==> src/design/hpr_pkg.sv <==
// Constants shared by the hibernation power and seconds-counter block.
// Assumes a 10 MHz ref_clk; the 32.768 kHz reference is a clock enable tick.
package hpr_pkg;
    // ---------------------------------------------------------------
    // Clock source
    // ---------------------------------------------------------------
    localparam int unsigned CRYSTAL_DIVIDE    = 128;
    localparam logic [6:0]  CRYSTAL_DIV_LAST  = 7'h7f;
    localparam logic        SEL_CRYSTAL       = 1'b0;
    localparam logic        SEL_DIRECT        = 1'b1;
    // ---------------------------------------------------------------
    // Seconds counter
    // ---------------------------------------------------------------
    localparam logic [15:0] TRIM_NOMINAL      = 16'h7fff;
    localparam logic [5:0]  TRIM_PERIOD_LAST  = 6'h3f;
    localparam logic [31:0] MATCH_RESET       = 32'hffffffff;
    localparam logic [31:0] LOAD_RESET        = 32'hffffffff;
    // ---------------------------------------------------------------
    // Retained memory
    // ---------------------------------------------------------------
    localparam int unsigned MEM_WORDS         = 64;
    localparam int unsigned MEM_AW            = 6;
    // ---------------------------------------------------------------
    // Event bit positions
    // ---------------------------------------------------------------
    localparam int unsigned EV_MATCH0         = 0;
    localparam int unsigned EV_MATCH1         = 1;
    localparam int unsigned EV_LOW_BATTERY_FLAG         = 2;
    localparam int unsigned EV_PIN            = 3;
    localparam int unsigned EV_W              = 4;
    localparam logic [3:0]  EV_RESET          = 4'h0;
    // ---------------------------------------------------------------
    // Power states
    // ---------------------------------------------------------------
    typedef enum logic [1:0] {
        HPR_AWAKE = 2'b01,
        HPR_SLEEP = 2'b10
    } hpr_state_type;
endpackage : hpr_pkg

==> src/design/hpr_hibernate.sv <==
// Hibernation power controller with seconds counter, matches and retained memory.
// Assumes all inputs synchronous to ref_clk; oscillator input arrives already sampled.
`timescale 1ns/1ns
// Operation
// - Crystal source divided by 128 to reference
// - Reference runs only with source enabled
// - Select zero divides, one passes direct
// - Low battery sets flag when enabled
// - Low battery with abort blocks hibernation
// - No battery evaluation while hibernated
// - Predivider advances 32-bit seconds counter
// - Trim divisor used once per 64 seconds
// - Larger trim slows, smaller trim speeds
// - Two match compares wake or interrupt
// - Counter advances only when enabled
// - Load write sets counter any time
// - Sixty-four retained 32-bit memory words
// - Power-off output asserted entering hibernation
// - Wake deasserts power-off output
// - Sleep request starts hibernation
// - Wake on enabled pin or match
// - Wake cause stays in raw status
// - Events ORed into one interrupt
// - Raw shows all, masked shows driving
// - Mask gates interrupt, clear write clears
module hpr_hibernate (
    input  wire logic        ref_clk,
    input  wire logic        resetn,
    input  wire logic        osc_in_pin,
    input  wire logic        clock_source_enable,
    input  wire logic        clock_source_select,
    input  wire logic        counter_enable,
    input  wire logic        low_battery_detect_enable,
    input  wire logic        abort_on_low_battery,
    input  wire logic        pin_wake_enable,
    input  wire logic        match_wake_enable,
    input  wire logic        sleep_request,
    input  wire logic        battery_below_threshold,
    input  wire logic        wake_pin_n,
    input  wire logic        rate_trim_write,
    input  wire logic [15:0] rate_trim_wdata,
    input  wire logic        counter_load_write,
    input  wire logic [31:0] counter_load_wdata,
    input  wire logic        match_value_0_write,
    input  wire logic [31:0] match_value_0_wdata,
    input  wire logic        match_value_1_write,
    input  wire logic [31:0] match_value_1_wdata,
    input  wire logic        mem_write,
    input  wire logic [5:0]  mem_addr,
    input  wire logic [31:0] mem_wdata,
    input  wire logic [3:0]  event_mask,
    input  wire logic        event_clear_write,
    input  wire logic [3:0]  event_clear,
    output logic             power_off_request_n,
    output logic             interrupt_request,
    output logic [3:0]       raw_event_status,
    output logic [3:0]       masked_event_status,
    output logic [31:0]      seconds_count,
    output logic [15:0]      rate_trim_register,
    output logic [31:0]      counter_load_register,
    output logic [31:0]      match_value_0,
    output logic [31:0]      match_value_1,
    output logic [31:0]      mem_rdata,
    output logic             low_battery_flag,
    output logic             hibernated
);
    // ---------------------------------------------------------------
    // Reference tick
    // ---------------------------------------------------------------
    logic [6:0]  xdiv;
    logic        osc_prev;
    logic        osc_rise;
    logic        ref_tick;
    hpr_pkg::hpr_state_type state;

    assign osc_rise = osc_in_pin & ~osc_prev;

    always_ff @(posedge ref_clk or negedge resetn) begin
        if (!resetn) begin
            osc_prev <= 1'b0;
            xdiv     <= 7'h00;
            ref_tick <= 1'b0;
        end else begin
            osc_prev <= osc_in_pin;
            ref_tick <= 1'b0;
            if (!clock_source_enable) begin
                xdiv <= 7'h00;
            end else if (osc_rise) begin
                if (clock_source_select == hpr_pkg::SEL_DIRECT) begin
                    ref_tick <= 1'b1;
                end else begin
                    xdiv <= xdiv + 7'h01;
                    ref_tick <= (xdiv == hpr_pkg::CRYSTAL_DIV_LAST);
                end
            end
        end
    end

    // ---------------------------------------------------------------
    // Predivider and seconds counter
    // ---------------------------------------------------------------
    logic [15:0] prediv;
    logic [5:0]  sec_phase;
    logic        sec_tick;
    logic [15:0] next_prediv;

    assign sec_tick = ref_tick & counter_enable & (prediv == 16'h0000);
    // Reload is trim on the last second of each 64, nominal otherwise
    assign next_prediv = (sec_phase == hpr_pkg::TRIM_PERIOD_LAST) ?
                         rate_trim_register : hpr_pkg::TRIM_NOMINAL;

    always_ff @(posedge ref_clk or negedge resetn) begin
        if (!resetn) begin
            prediv    <= hpr_pkg::TRIM_NOMINAL;
            sec_phase <= 6'h00;
        end else if (ref_tick && counter_enable) begin
            if (prediv == 16'h0000) begin
                prediv    <= next_prediv;
                sec_phase <= sec_phase + 6'h01;
            end else begin
                prediv <= prediv - 16'h0001;
            end
        end
    end

    always_ff @(posedge ref_clk or negedge resetn) begin
        if (!resetn) begin
            seconds_count <= 32'h00000000;
        end else if (counter_load_write) begin
            seconds_count <= counter_load_wdata;
        end else if (sec_tick) begin
            seconds_count <= seconds_count + 32'h00000001;
        end
    end

    // ---------------------------------------------------------------
    // Software-written registers
    // ---------------------------------------------------------------
    always_ff @(posedge ref_clk or negedge resetn) begin
        if (!resetn) begin
            rate_trim_register    <= hpr_pkg::TRIM_NOMINAL;
            counter_load_register <= hpr_pkg::LOAD_RESET;
            match_value_0         <= hpr_pkg::MATCH_RESET;
            match_value_1         <= hpr_pkg::MATCH_RESET;
        end else begin
            if (rate_trim_write) begin
                rate_trim_register <= rate_trim_wdata;
            end
            if (counter_load_write) begin
                counter_load_register <= counter_load_wdata;
            end
            if (match_value_0_write) begin
                match_value_0 <= match_value_0_wdata;
            end
            if (match_value_1_write) begin
                match_value_1 <= match_value_1_wdata;
            end
        end
    end

    // ---------------------------------------------------------------
    // Retained memory
    // ---------------------------------------------------------------
    logic [31:0] mem [hpr_pkg::MEM_WORDS];

    generate
        for (genvar i = 0; i < hpr_pkg::MEM_WORDS; i++) begin : g_mem
            always_ff @(posedge ref_clk or negedge resetn) begin
                if (!resetn) begin
                    mem[i] <= 32'h00000000;
                end else if (mem_write && mem_addr == 6'(i)) begin
                    mem[i] <= mem_wdata;
                end
            end
        end
    endgenerate

    always_ff @(posedge ref_clk or negedge resetn) begin
        if (!resetn) begin
            mem_rdata <= 32'h00000000;
        end else begin
            mem_rdata <= mem[mem_addr];
        end
    end

    // ---------------------------------------------------------------
    // Events
    // ---------------------------------------------------------------
    logic [3:0] ev_set;
    logic [3:0] next_raw;
    logic       low_battery_flag_now;
    logic       match_any;

    assign low_battery_flag_now = low_battery_detect_enable & battery_below_threshold
                        & (state == hpr_pkg::HPR_AWAKE);
    assign ev_set[hpr_pkg::EV_MATCH0] = (seconds_count == match_value_0);
    assign ev_set[hpr_pkg::EV_MATCH1] = (seconds_count == match_value_1);
    assign ev_set[hpr_pkg::EV_LOW_BATTERY_FLAG] = low_battery_flag_now;
    assign ev_set[hpr_pkg::EV_PIN]    = ~wake_pin_n;
    assign match_any = ev_set[hpr_pkg::EV_MATCH0] | ev_set[hpr_pkg::EV_MATCH1];
    // Set wins over a clear in the same cycle; zero clear bits do nothing
    assign next_raw = (raw_event_status & ~(event_clear_write ? event_clear : 4'h0))
                      | ev_set;

    always_ff @(posedge ref_clk or negedge resetn) begin
        if (!resetn) begin
            raw_event_status    <= hpr_pkg::EV_RESET;
            masked_event_status <= hpr_pkg::EV_RESET;
            interrupt_request   <= 1'b0;
            low_battery_flag    <= 1'b0;
        end else begin
            raw_event_status    <= next_raw;
            masked_event_status <= next_raw & event_mask;
            interrupt_request   <= |(next_raw & event_mask);
            low_battery_flag    <= next_raw[hpr_pkg::EV_LOW_BATTERY_FLAG];
        end
    end

    // ---------------------------------------------------------------
    // Power state
    // ---------------------------------------------------------------
    logic wake_now;
    logic sleep_ok;

    assign wake_now = (pin_wake_enable & ~wake_pin_n)
                      | (match_wake_enable & match_any);
    assign sleep_ok = ~(abort_on_low_battery & low_battery_flag_now);

    always_ff @(posedge ref_clk or negedge resetn) begin
        if (!resetn) begin
            state               <= hpr_pkg::HPR_AWAKE;
            power_off_request_n <= 1'b1;
            hibernated          <= 1'b0;
        end else begin
            case (state)
                hpr_pkg::HPR_AWAKE: begin
                    if (sleep_request && sleep_ok) begin
                        state               <= hpr_pkg::HPR_SLEEP;
                        power_off_request_n <= 1'b0;
                        hibernated          <= 1'b1;
                    end
                end
                hpr_pkg::HPR_SLEEP: begin
                    if (wake_now) begin
                        state               <= hpr_pkg::HPR_AWAKE;
                        power_off_request_n <= 1'b1;
                        hibernated          <= 1'b0;
                    end
                end
                default: begin
                    state               <= hpr_pkg::HPR_AWAKE;
                    power_off_request_n <= 1'b1;
                    hibernated          <= 1'b0;
                end
            endcase
        end
    end

    // ---------------------------------------------------------------
    // Checks
    // ---------------------------------------------------------------
    property p_off_on_sleep;
        @(posedge ref_clk) disable iff (!resetn)
        (state == hpr_pkg::HPR_AWAKE && sleep_request && sleep_ok) |=> !power_off_request_n;
    endproperty
    a_off_on_sleep: assert property (p_off_on_sleep) else $error("power off not asserted");

    property p_wake;
        @(posedge ref_clk) disable iff (!resetn)
        (state == hpr_pkg::HPR_SLEEP && wake_now) |=> power_off_request_n;
    endproperty
    a_wake: assert property (p_wake) else $error("wake did not restore power");

    property p_abort;
        @(posedge ref_clk) disable iff (!resetn)
        (state == hpr_pkg::HPR_AWAKE && abort_on_low_battery && low_battery_flag_now)
        |=> state == hpr_pkg::HPR_AWAKE;
    endproperty
    a_abort: assert property (p_abort) else $error("slept on low battery");

    property p_no_meas;
        @(posedge ref_clk) disable iff (!resetn)
        (state == hpr_pkg::HPR_SLEEP) |-> !low_battery_flag_now;
    endproperty
    a_no_meas: assert property (p_no_meas) else $error("battery measured asleep");

    property p_load;
        @(posedge ref_clk) disable iff (!resetn)
        counter_load_write |=> seconds_count == $past(counter_load_wdata);
    endproperty
    a_load: assert property (p_load) else $error("load not applied");

    property p_hold;
        @(posedge ref_clk) disable iff (!resetn)
        (!counter_enable && !counter_load_write) |=> $stable(seconds_count);
    endproperty
    a_hold: assert property (p_hold) else $error("counter moved while disabled");

    property p_masked;
        @(posedge ref_clk) disable iff (!resetn)
        masked_event_status == (raw_event_status & $past(event_mask));
    endproperty
    a_masked: assert property (p_masked) else $error("masked status wrong");

    property p_irq;
        @(posedge ref_clk) disable iff (!resetn)
        interrupt_request == (|masked_event_status);
    endproperty
    a_irq: assert property (p_irq) else $error("interrupt not OR of masked");

    property p_set_wins;
        @(posedge ref_clk) disable iff (!resetn)
        ev_set[hpr_pkg::EV_PIN] |=> raw_event_status[hpr_pkg::EV_PIN];
    endproperty
    a_set_wins: assert property (p_set_wins) else $error("pin event lost");

    property p_div;
        @(posedge ref_clk) disable iff (!resetn)
        ref_tick && clock_source_select == hpr_pkg::SEL_CRYSTAL && $stable(clock_source_select)
        |-> $past(xdiv) == hpr_pkg::CRYSTAL_DIV_LAST;
    endproperty
    a_div: assert property (p_div) else $error("crystal divide wrong");
endmodule : hpr_hibernate

==> config.mk <==
export PLATFORM = sky130hd
export DESIGN_NAME = hpr_hibernate
export DESIGN_NICKNAME = d
export VERILOG_FILES = /design/src/design/hpr_pkg.sv /design/src/design/hpr_hibernate.sv
export SDC_FILE = /design/constraint.sdc
export NUM_CORES = 2
export LEC_CHECK = 0
export ABC_CLOCK_PERIOD_IN_PS = 6200
export BUFFER_PORTS_ARGS = -buffer_cell sky130_fd_sc_hd__buf_2
export CORE_UTILIZATION = 65
export DETAILED_ROUTE_END_ITERATION = 6
export GPL_ROUTABILITY_DRIVEN = 0
export PLACE_DENSITY = 0.86
export SYNTH_ARGS = -nofsm -noshare
export SYNTH_HDL_FRONTEND = slang
export SYNTH_SLANG_ARGS = --single-unit
==> constraint.sdc <==
create_clock -name ref_clk -period 6.2 [get_ports ref_clk]
set_clock_uncertainty 0.15 [all_clocks]
set_input_delay 0.62 -clock ref_clk [delete_from_list [all_inputs] [get_ports ref_clk]]
set_output_delay 0.62 -clock ref_clk [all_outputs]
set_load 0.01 [all_outputs]
; ---- Yosys cells after proc, flatten, opt, wreduce, memory -nomap -nowiden
; Index checks and enable logic that the tools add are counted.
[op_classes]
add_sub_neg = 4
n_lt_le_gt_ge = 1
n_eq_ne = 73
n_mux = 23
n_bitwise = 18
n_reduce_logical = 73
[op_table]
columns = operator, n
row1 = "== test 6 bit, second input constant", 33
row2 = binary-select mux 32 bit (select 6 bit), 1
row3 = 2-to-1 mux 32 bit, 4
row4 = "== test 6 x 5 -> 1 bit, second input constant", 16
row5 = logical AND 1 bit, 66
row6 = == test 32 bit, 2
row7 = "== test 6 x 4 -> 1 bit, second input constant", 8
row8 = "adder 32 x 1 -> 32 bit, second input constant", 1
row9 = 2-to-1 mux 16 bit, 2
row10 = "== test 6 x 3 -> 1 bit, second input constant", 4
row11 = 2-to-1 mux 7 bit, 3
row12 = zero test 16 bit, 1
row13 = "subtractor 16 x 1 -> 16 bit, second input constant", 1
row14 = "== test 6 x 2 -> 1 bit, second input constant", 2
row15 = AND 1 bit, 8
row16 = AND 4 bit, 2
row17 = "adder 7 x 1 -> 7 bit, second input constant", 1
row18 = "== test 7 bit, second input constant", 1
row19 = ">= comparator 7 bit, second input constant", 1
row20 = 2-to-1 mux 1 bit, 7
row21 = NOT 6 -> 7 bit, 1
row22 = "adder 6 x 1 -> 6 bit, second input constant", 1
row23 = "== test 6 x 1 -> 1 bit, second input constant", 1
row24 = zero test 6 bit, 1
row25 = 15 further kinds, 24
[word_totals]
reg_bits = 2269
in_bits = 177
out_inout_bits = 188
elab_cells = 274

; ---- Longest topological paths before layout
[depth]
ltp_word = 7
mapped_depth = 8

; ---- Worst setup path before layout
; OpenSTA, ideal clock, no wires.
[synth_path]
kind = in2reg
start = input port mem_addr[0]
end = register mem_rdata[10]
setup_time_ns = 0.124
arrival_time_ns = 2.330
required_ns = 5.926
setup_slack_ns = 3.596
stages = 7
path_cell_list = buf_2 > buf_1 > mux4_2 > a22oi_1 > nand2_1 > a22oi_1 > nand2_1
[synth_via]
elab_chain_cells = 4
[synth_lines]
columns = item, line_no
row1 = start: declaration, hpr_hibernate.sv:49  ; input wire logic [5:0] mem_addr,
row2 = NOT 6 -> 7 bit (implied by the code), hpr_hibernate.sv:182  ; mem_rdata <= mem[mem_addr];
row3 = binary-select mux 32 bit (select 6 bit), hpr_hibernate.sv:182
row4 = 2-to-1 mux 32 bit (implied by the code) (2 in a row), hpr_hibernate.sv:182
row5 = end signal: assignment, hpr_hibernate.sv:182
row6 = end: declaration, hpr_hibernate.sv:63  ; output logic [31:0] mem_rdata,
; Every way passes these cells. The select of a mux whose other input is x is not followed.
; A chain may end at the register's enable or synchronous reset.

; ---- Final worst setup path
[layout_path]
start = register seconds_count[31]
end = register state[0]
[layout_via]
elab_chain_cells = 6
word_cells_on_any_way = 7
classes_between = 3 x eq/ne / 3 x bitwise / 1 x reduce/logical
[layout_lines]
columns = item, line_no
row1 = start: declaration, hpr_hibernate.sv:58  ; output logic [31:0] seconds_count,
row2 = start signal: assignment, hpr_hibernate.sv:130  ; seconds_count <= counter_load_wdata;
row3 = start signal: assignment, hpr_hibernate.sv:132  ; seconds_count <= seconds_count + 32'h00000001;
row4 = "== test 32 bit, on equally long branches", "hpr_hibernate.sv:196, hpr_hibernate.sv:197"
row5 = OR 1 bit (*), hpr_hibernate.sv:200  ; assign match_any = ev_set[hpr_pkg::EV_MATCH0] | ev_set[hpr_pkg::EV_MATCH1];
row6 = AND 1 bit (*), hpr_hibernate.sv:226  ; | (match_wake_enable & match_any);
row7 = OR 1 bit (*), hpr_hibernate.sv:226
row8 = != test 2 bit (no source line) (*), --
row9 = AND reduction 2 bit (no source line) (*), --
row10 = end signal: assignment, hpr_hibernate.sv:231  ; state <= hpr_pkg::HPR_AWAKE;
row11 = end signal: assignment, hpr_hibernate.sv:238  ; state <= hpr_pkg::HPR_SLEEP;
row12 = end signal: assignment, hpr_hibernate.sv:245  ; state <= hpr_pkg::HPR_AWAKE;
row13 = end: declaration, hpr_hibernate.sv:74  ; hpr_pkg::hpr_state_type state;
; Mark *: on every way between the ends. The rest lies on a longest branch, timed or not.

==> out/metrics.csv <==
metric,value,unit
run_status,completed,
endpoint_kind,flop,
routedWlPerCell,31.15,um
arrival,4.28,ns
area_growth,11.98,%
drtPass1Iterations,6,
setup_viol,0,
avgSynthCellArea,15.34,sq um
die_area,157900,sq um
antenna_found_initial,17,
required,6.83,ns
die_x,397.3,um
regArea,56860,sq um
ir_drop,0.3349,mV
num_rows,144,
drc,0,
drive_gt1_share,53.38,%
ys_seq_area_share,55.97,%
nFillCells,8775,
synth_common_cells,"mux2_2, dfrtp_1, mux4_2, clkbuf_1, a22oi_1",
slew_headroom,8.096,%
finalCritPeriodShare,58.85,%
yosysWarnings,0,
hold_slack,0.07564,ns
p_leak,53.39,nW
synthTopCellsByArea,"dfrtp_1, mux2_2, mux4_2",
cts.sinks,2266,
utilization,73.59,%
cts_buffers,219,
ant_nets,0,
dp_hpwl,159800,um
die_y,397.3,um
netlist_area,101600,sq um
worstHoldStart,counter_enable,
io_buffers,364,
pin_count,365,
grt_overflow,0,
syn_inst,6621,
hold_path.class,in -> reg,
clock_latency,0.86,ns
grt_max_degree,198,
power_density,325.7,nW/um^2
rsz0062_at_grt,false,
r2r-start,seconds_count[31]$_DFFE_PN0P_,
synth.distinct_cells,58,
synth_largest_area_cell,dfrtp_1,
yosysTopAreaCellShare,52.69,%
cts_tree,done,
synth_most_common_cell,mux2_2,
ys.flop_type,dfrtp_1,
ys_async_sr_fraction,100.0,%
cp-start-kind,flop,
initial_core_util,65.72,%
routed_via_density,6.866,
cts_resized,0,
synth_nets,6803,
cts_max_path_buffers,3,
synth_edf_count,0,
cp_max_fo,4,
fmax,274.1,MHz
grt_first_pass_wirelength,426500,um
vias,62050,
path_clk_slew,0.06,ns
drt_iter0_drc,6391,
fin_crit,3.649,ns
cp-startpoint,seconds_count[31]$_DFFE_PN0P_,
multi_input_area,42190,sq um
track_usage,36.43,%
maxSlewViolCount,0,
hold_viol,0,
maxCapViolations,0,
core,154600,sq um
synth_seq_cells,2266,
nets,6985,
worst_pin_slew,1.375,ns
fin_tns_setup,0,ns
root_buffer,clkbuf_16,
wirelength,281500,um
ctsHtreeMaxLevel,4,
grt_pass1_vias,66300,
critical_path_class,reg -> reg,
==> logic make-up (layout without fill, tap and decap cells) <==
logic type | after synthesis | in the layout | share of synthesized area [%]
compound gates | 418 | 418 | 2.926
xor+xnor | 106 | 106 | 0.9139
fa+ha+maj | 5 | 5 | 0.06158
buf+inv | 698 | 1059 | 2.811
flops | 2266 | 2266 | 55.97
mux | 2656 | 2656 | 35.11
other cells | 0 | 11 | 0
simple gates | 472 | 472 | 2.201
==> layout by cell type (no fill, tap or decap), types with 6 or more instances in the layout <==
cell,n
nor4_1,22
clkinvlp_4,6
and4_1,6
buf_4,109
o21ai_0,57
or2_2,6
xor2_1,74
clkinv_2,33
buf_2,361
a22oi_1,320
mux2_2,2142
xnor2_1,32
clkbuf_16,221
dfrtp_1,2139
nor3_1,23
nand4_1,13
nand2_2,44
a21oi_1,10
mux4_2,512
bufinv_16,24
and2_1,10
nand2_1,225
dfstp_2,127
nor3_2,10
buf_12,21
nor2_4,22
clkbuf_1,42
dlygate4sd3_1,128
clkbuf_8,59
inv_1,38
nor2_1,25
diode_2,11
nand3_1,25
==> power by group <==
group	internal, mW	switching (mW)
clock network	8.25	5.80
logic	2.69	2.32
registers	16.8	1.17
total	27.8	9.30
==> path summary, 6_finish.rpt <==
path | end | slack [ns] | cells after the start
max reg2reg | state[0]$_DFFE_PN1P_ | 2.55 | 7
min reg2reg | counter_load_register[21]$_DFFE_PN1P_ | 0.32 | 2
min in group asynchronous | mem[616]$_DFFE_PN0P_ | 0.23 | 2
min | prediv[14]$_DFFE_PN1P_ | 0.08 | 3
max in group asynchronous | mem[78]$_DFFE_PN0P_ | 3.78 | 3
max | state[0]$_DFFE_PN1P_ | 2.55 | 7
==> repair_timing <==
action,in CTS,in global routing
buffers inserted,0,0
hold buffers,128,0
hold endpoints to repair,284,0
==> state kept, by name, indices dropped and copies added, names as in the netlist, 6 cells and up <==
name and flops:
mem 2048, counter_load_register 32, match_value_0 32, match_value_1 32
mem_rdata 32, seconds_count 32, prediv 16, rate_trim_register 16
xdiv 7, sec_phase 6
==> critical path, stage by stage, from the launching register on <==
cell           delay, ns
dfrtp_1             0.76
xor2_1              0.14
nor4_1              0.88
nand4_1             0.28
nor3_1              0.31
nor2_1              0.12
a211oi_1            0.31
dlygate4sd3_1       0.61
==> routing by layer <==
metal / GRT usage, % / up-vias / part of all wire [%]
met2: 57.65 / 3117 / 48
met4: 19.82 / 4 / 6.2
met3: 8.183 / 864 / 8.5
li1: - / 24820 / -
met1: 47.31 / 33250 / 37
met5: 0 / - / 0.0075
==> final cells by class <==
class,instances,area share [%]
inverters,38,0.1254
repair buffers,621,3.830
clock inverters,78,0.9953
multi-input cells,3657,37.08
well taps,2044,2.248
flip-flops and latches,2266,49.98
diodes,11,0.02420
clock buffers,322,5.714
==> metrics by stage <==
stage,setup slack (ns),total power [mW],std cells,instance area (sq um)
floorplan,3.596,21.20,6621,101600
global placement,1.737,22.62,8496,104800
detailed placement,1.651,22.99,8498,104800
CTS,2.571,37.03,9026,113700
global route,2.244,38.26,9033,113800
finish,2.551,37.06,9037,113800
Power figures use the tool's default switching activity.
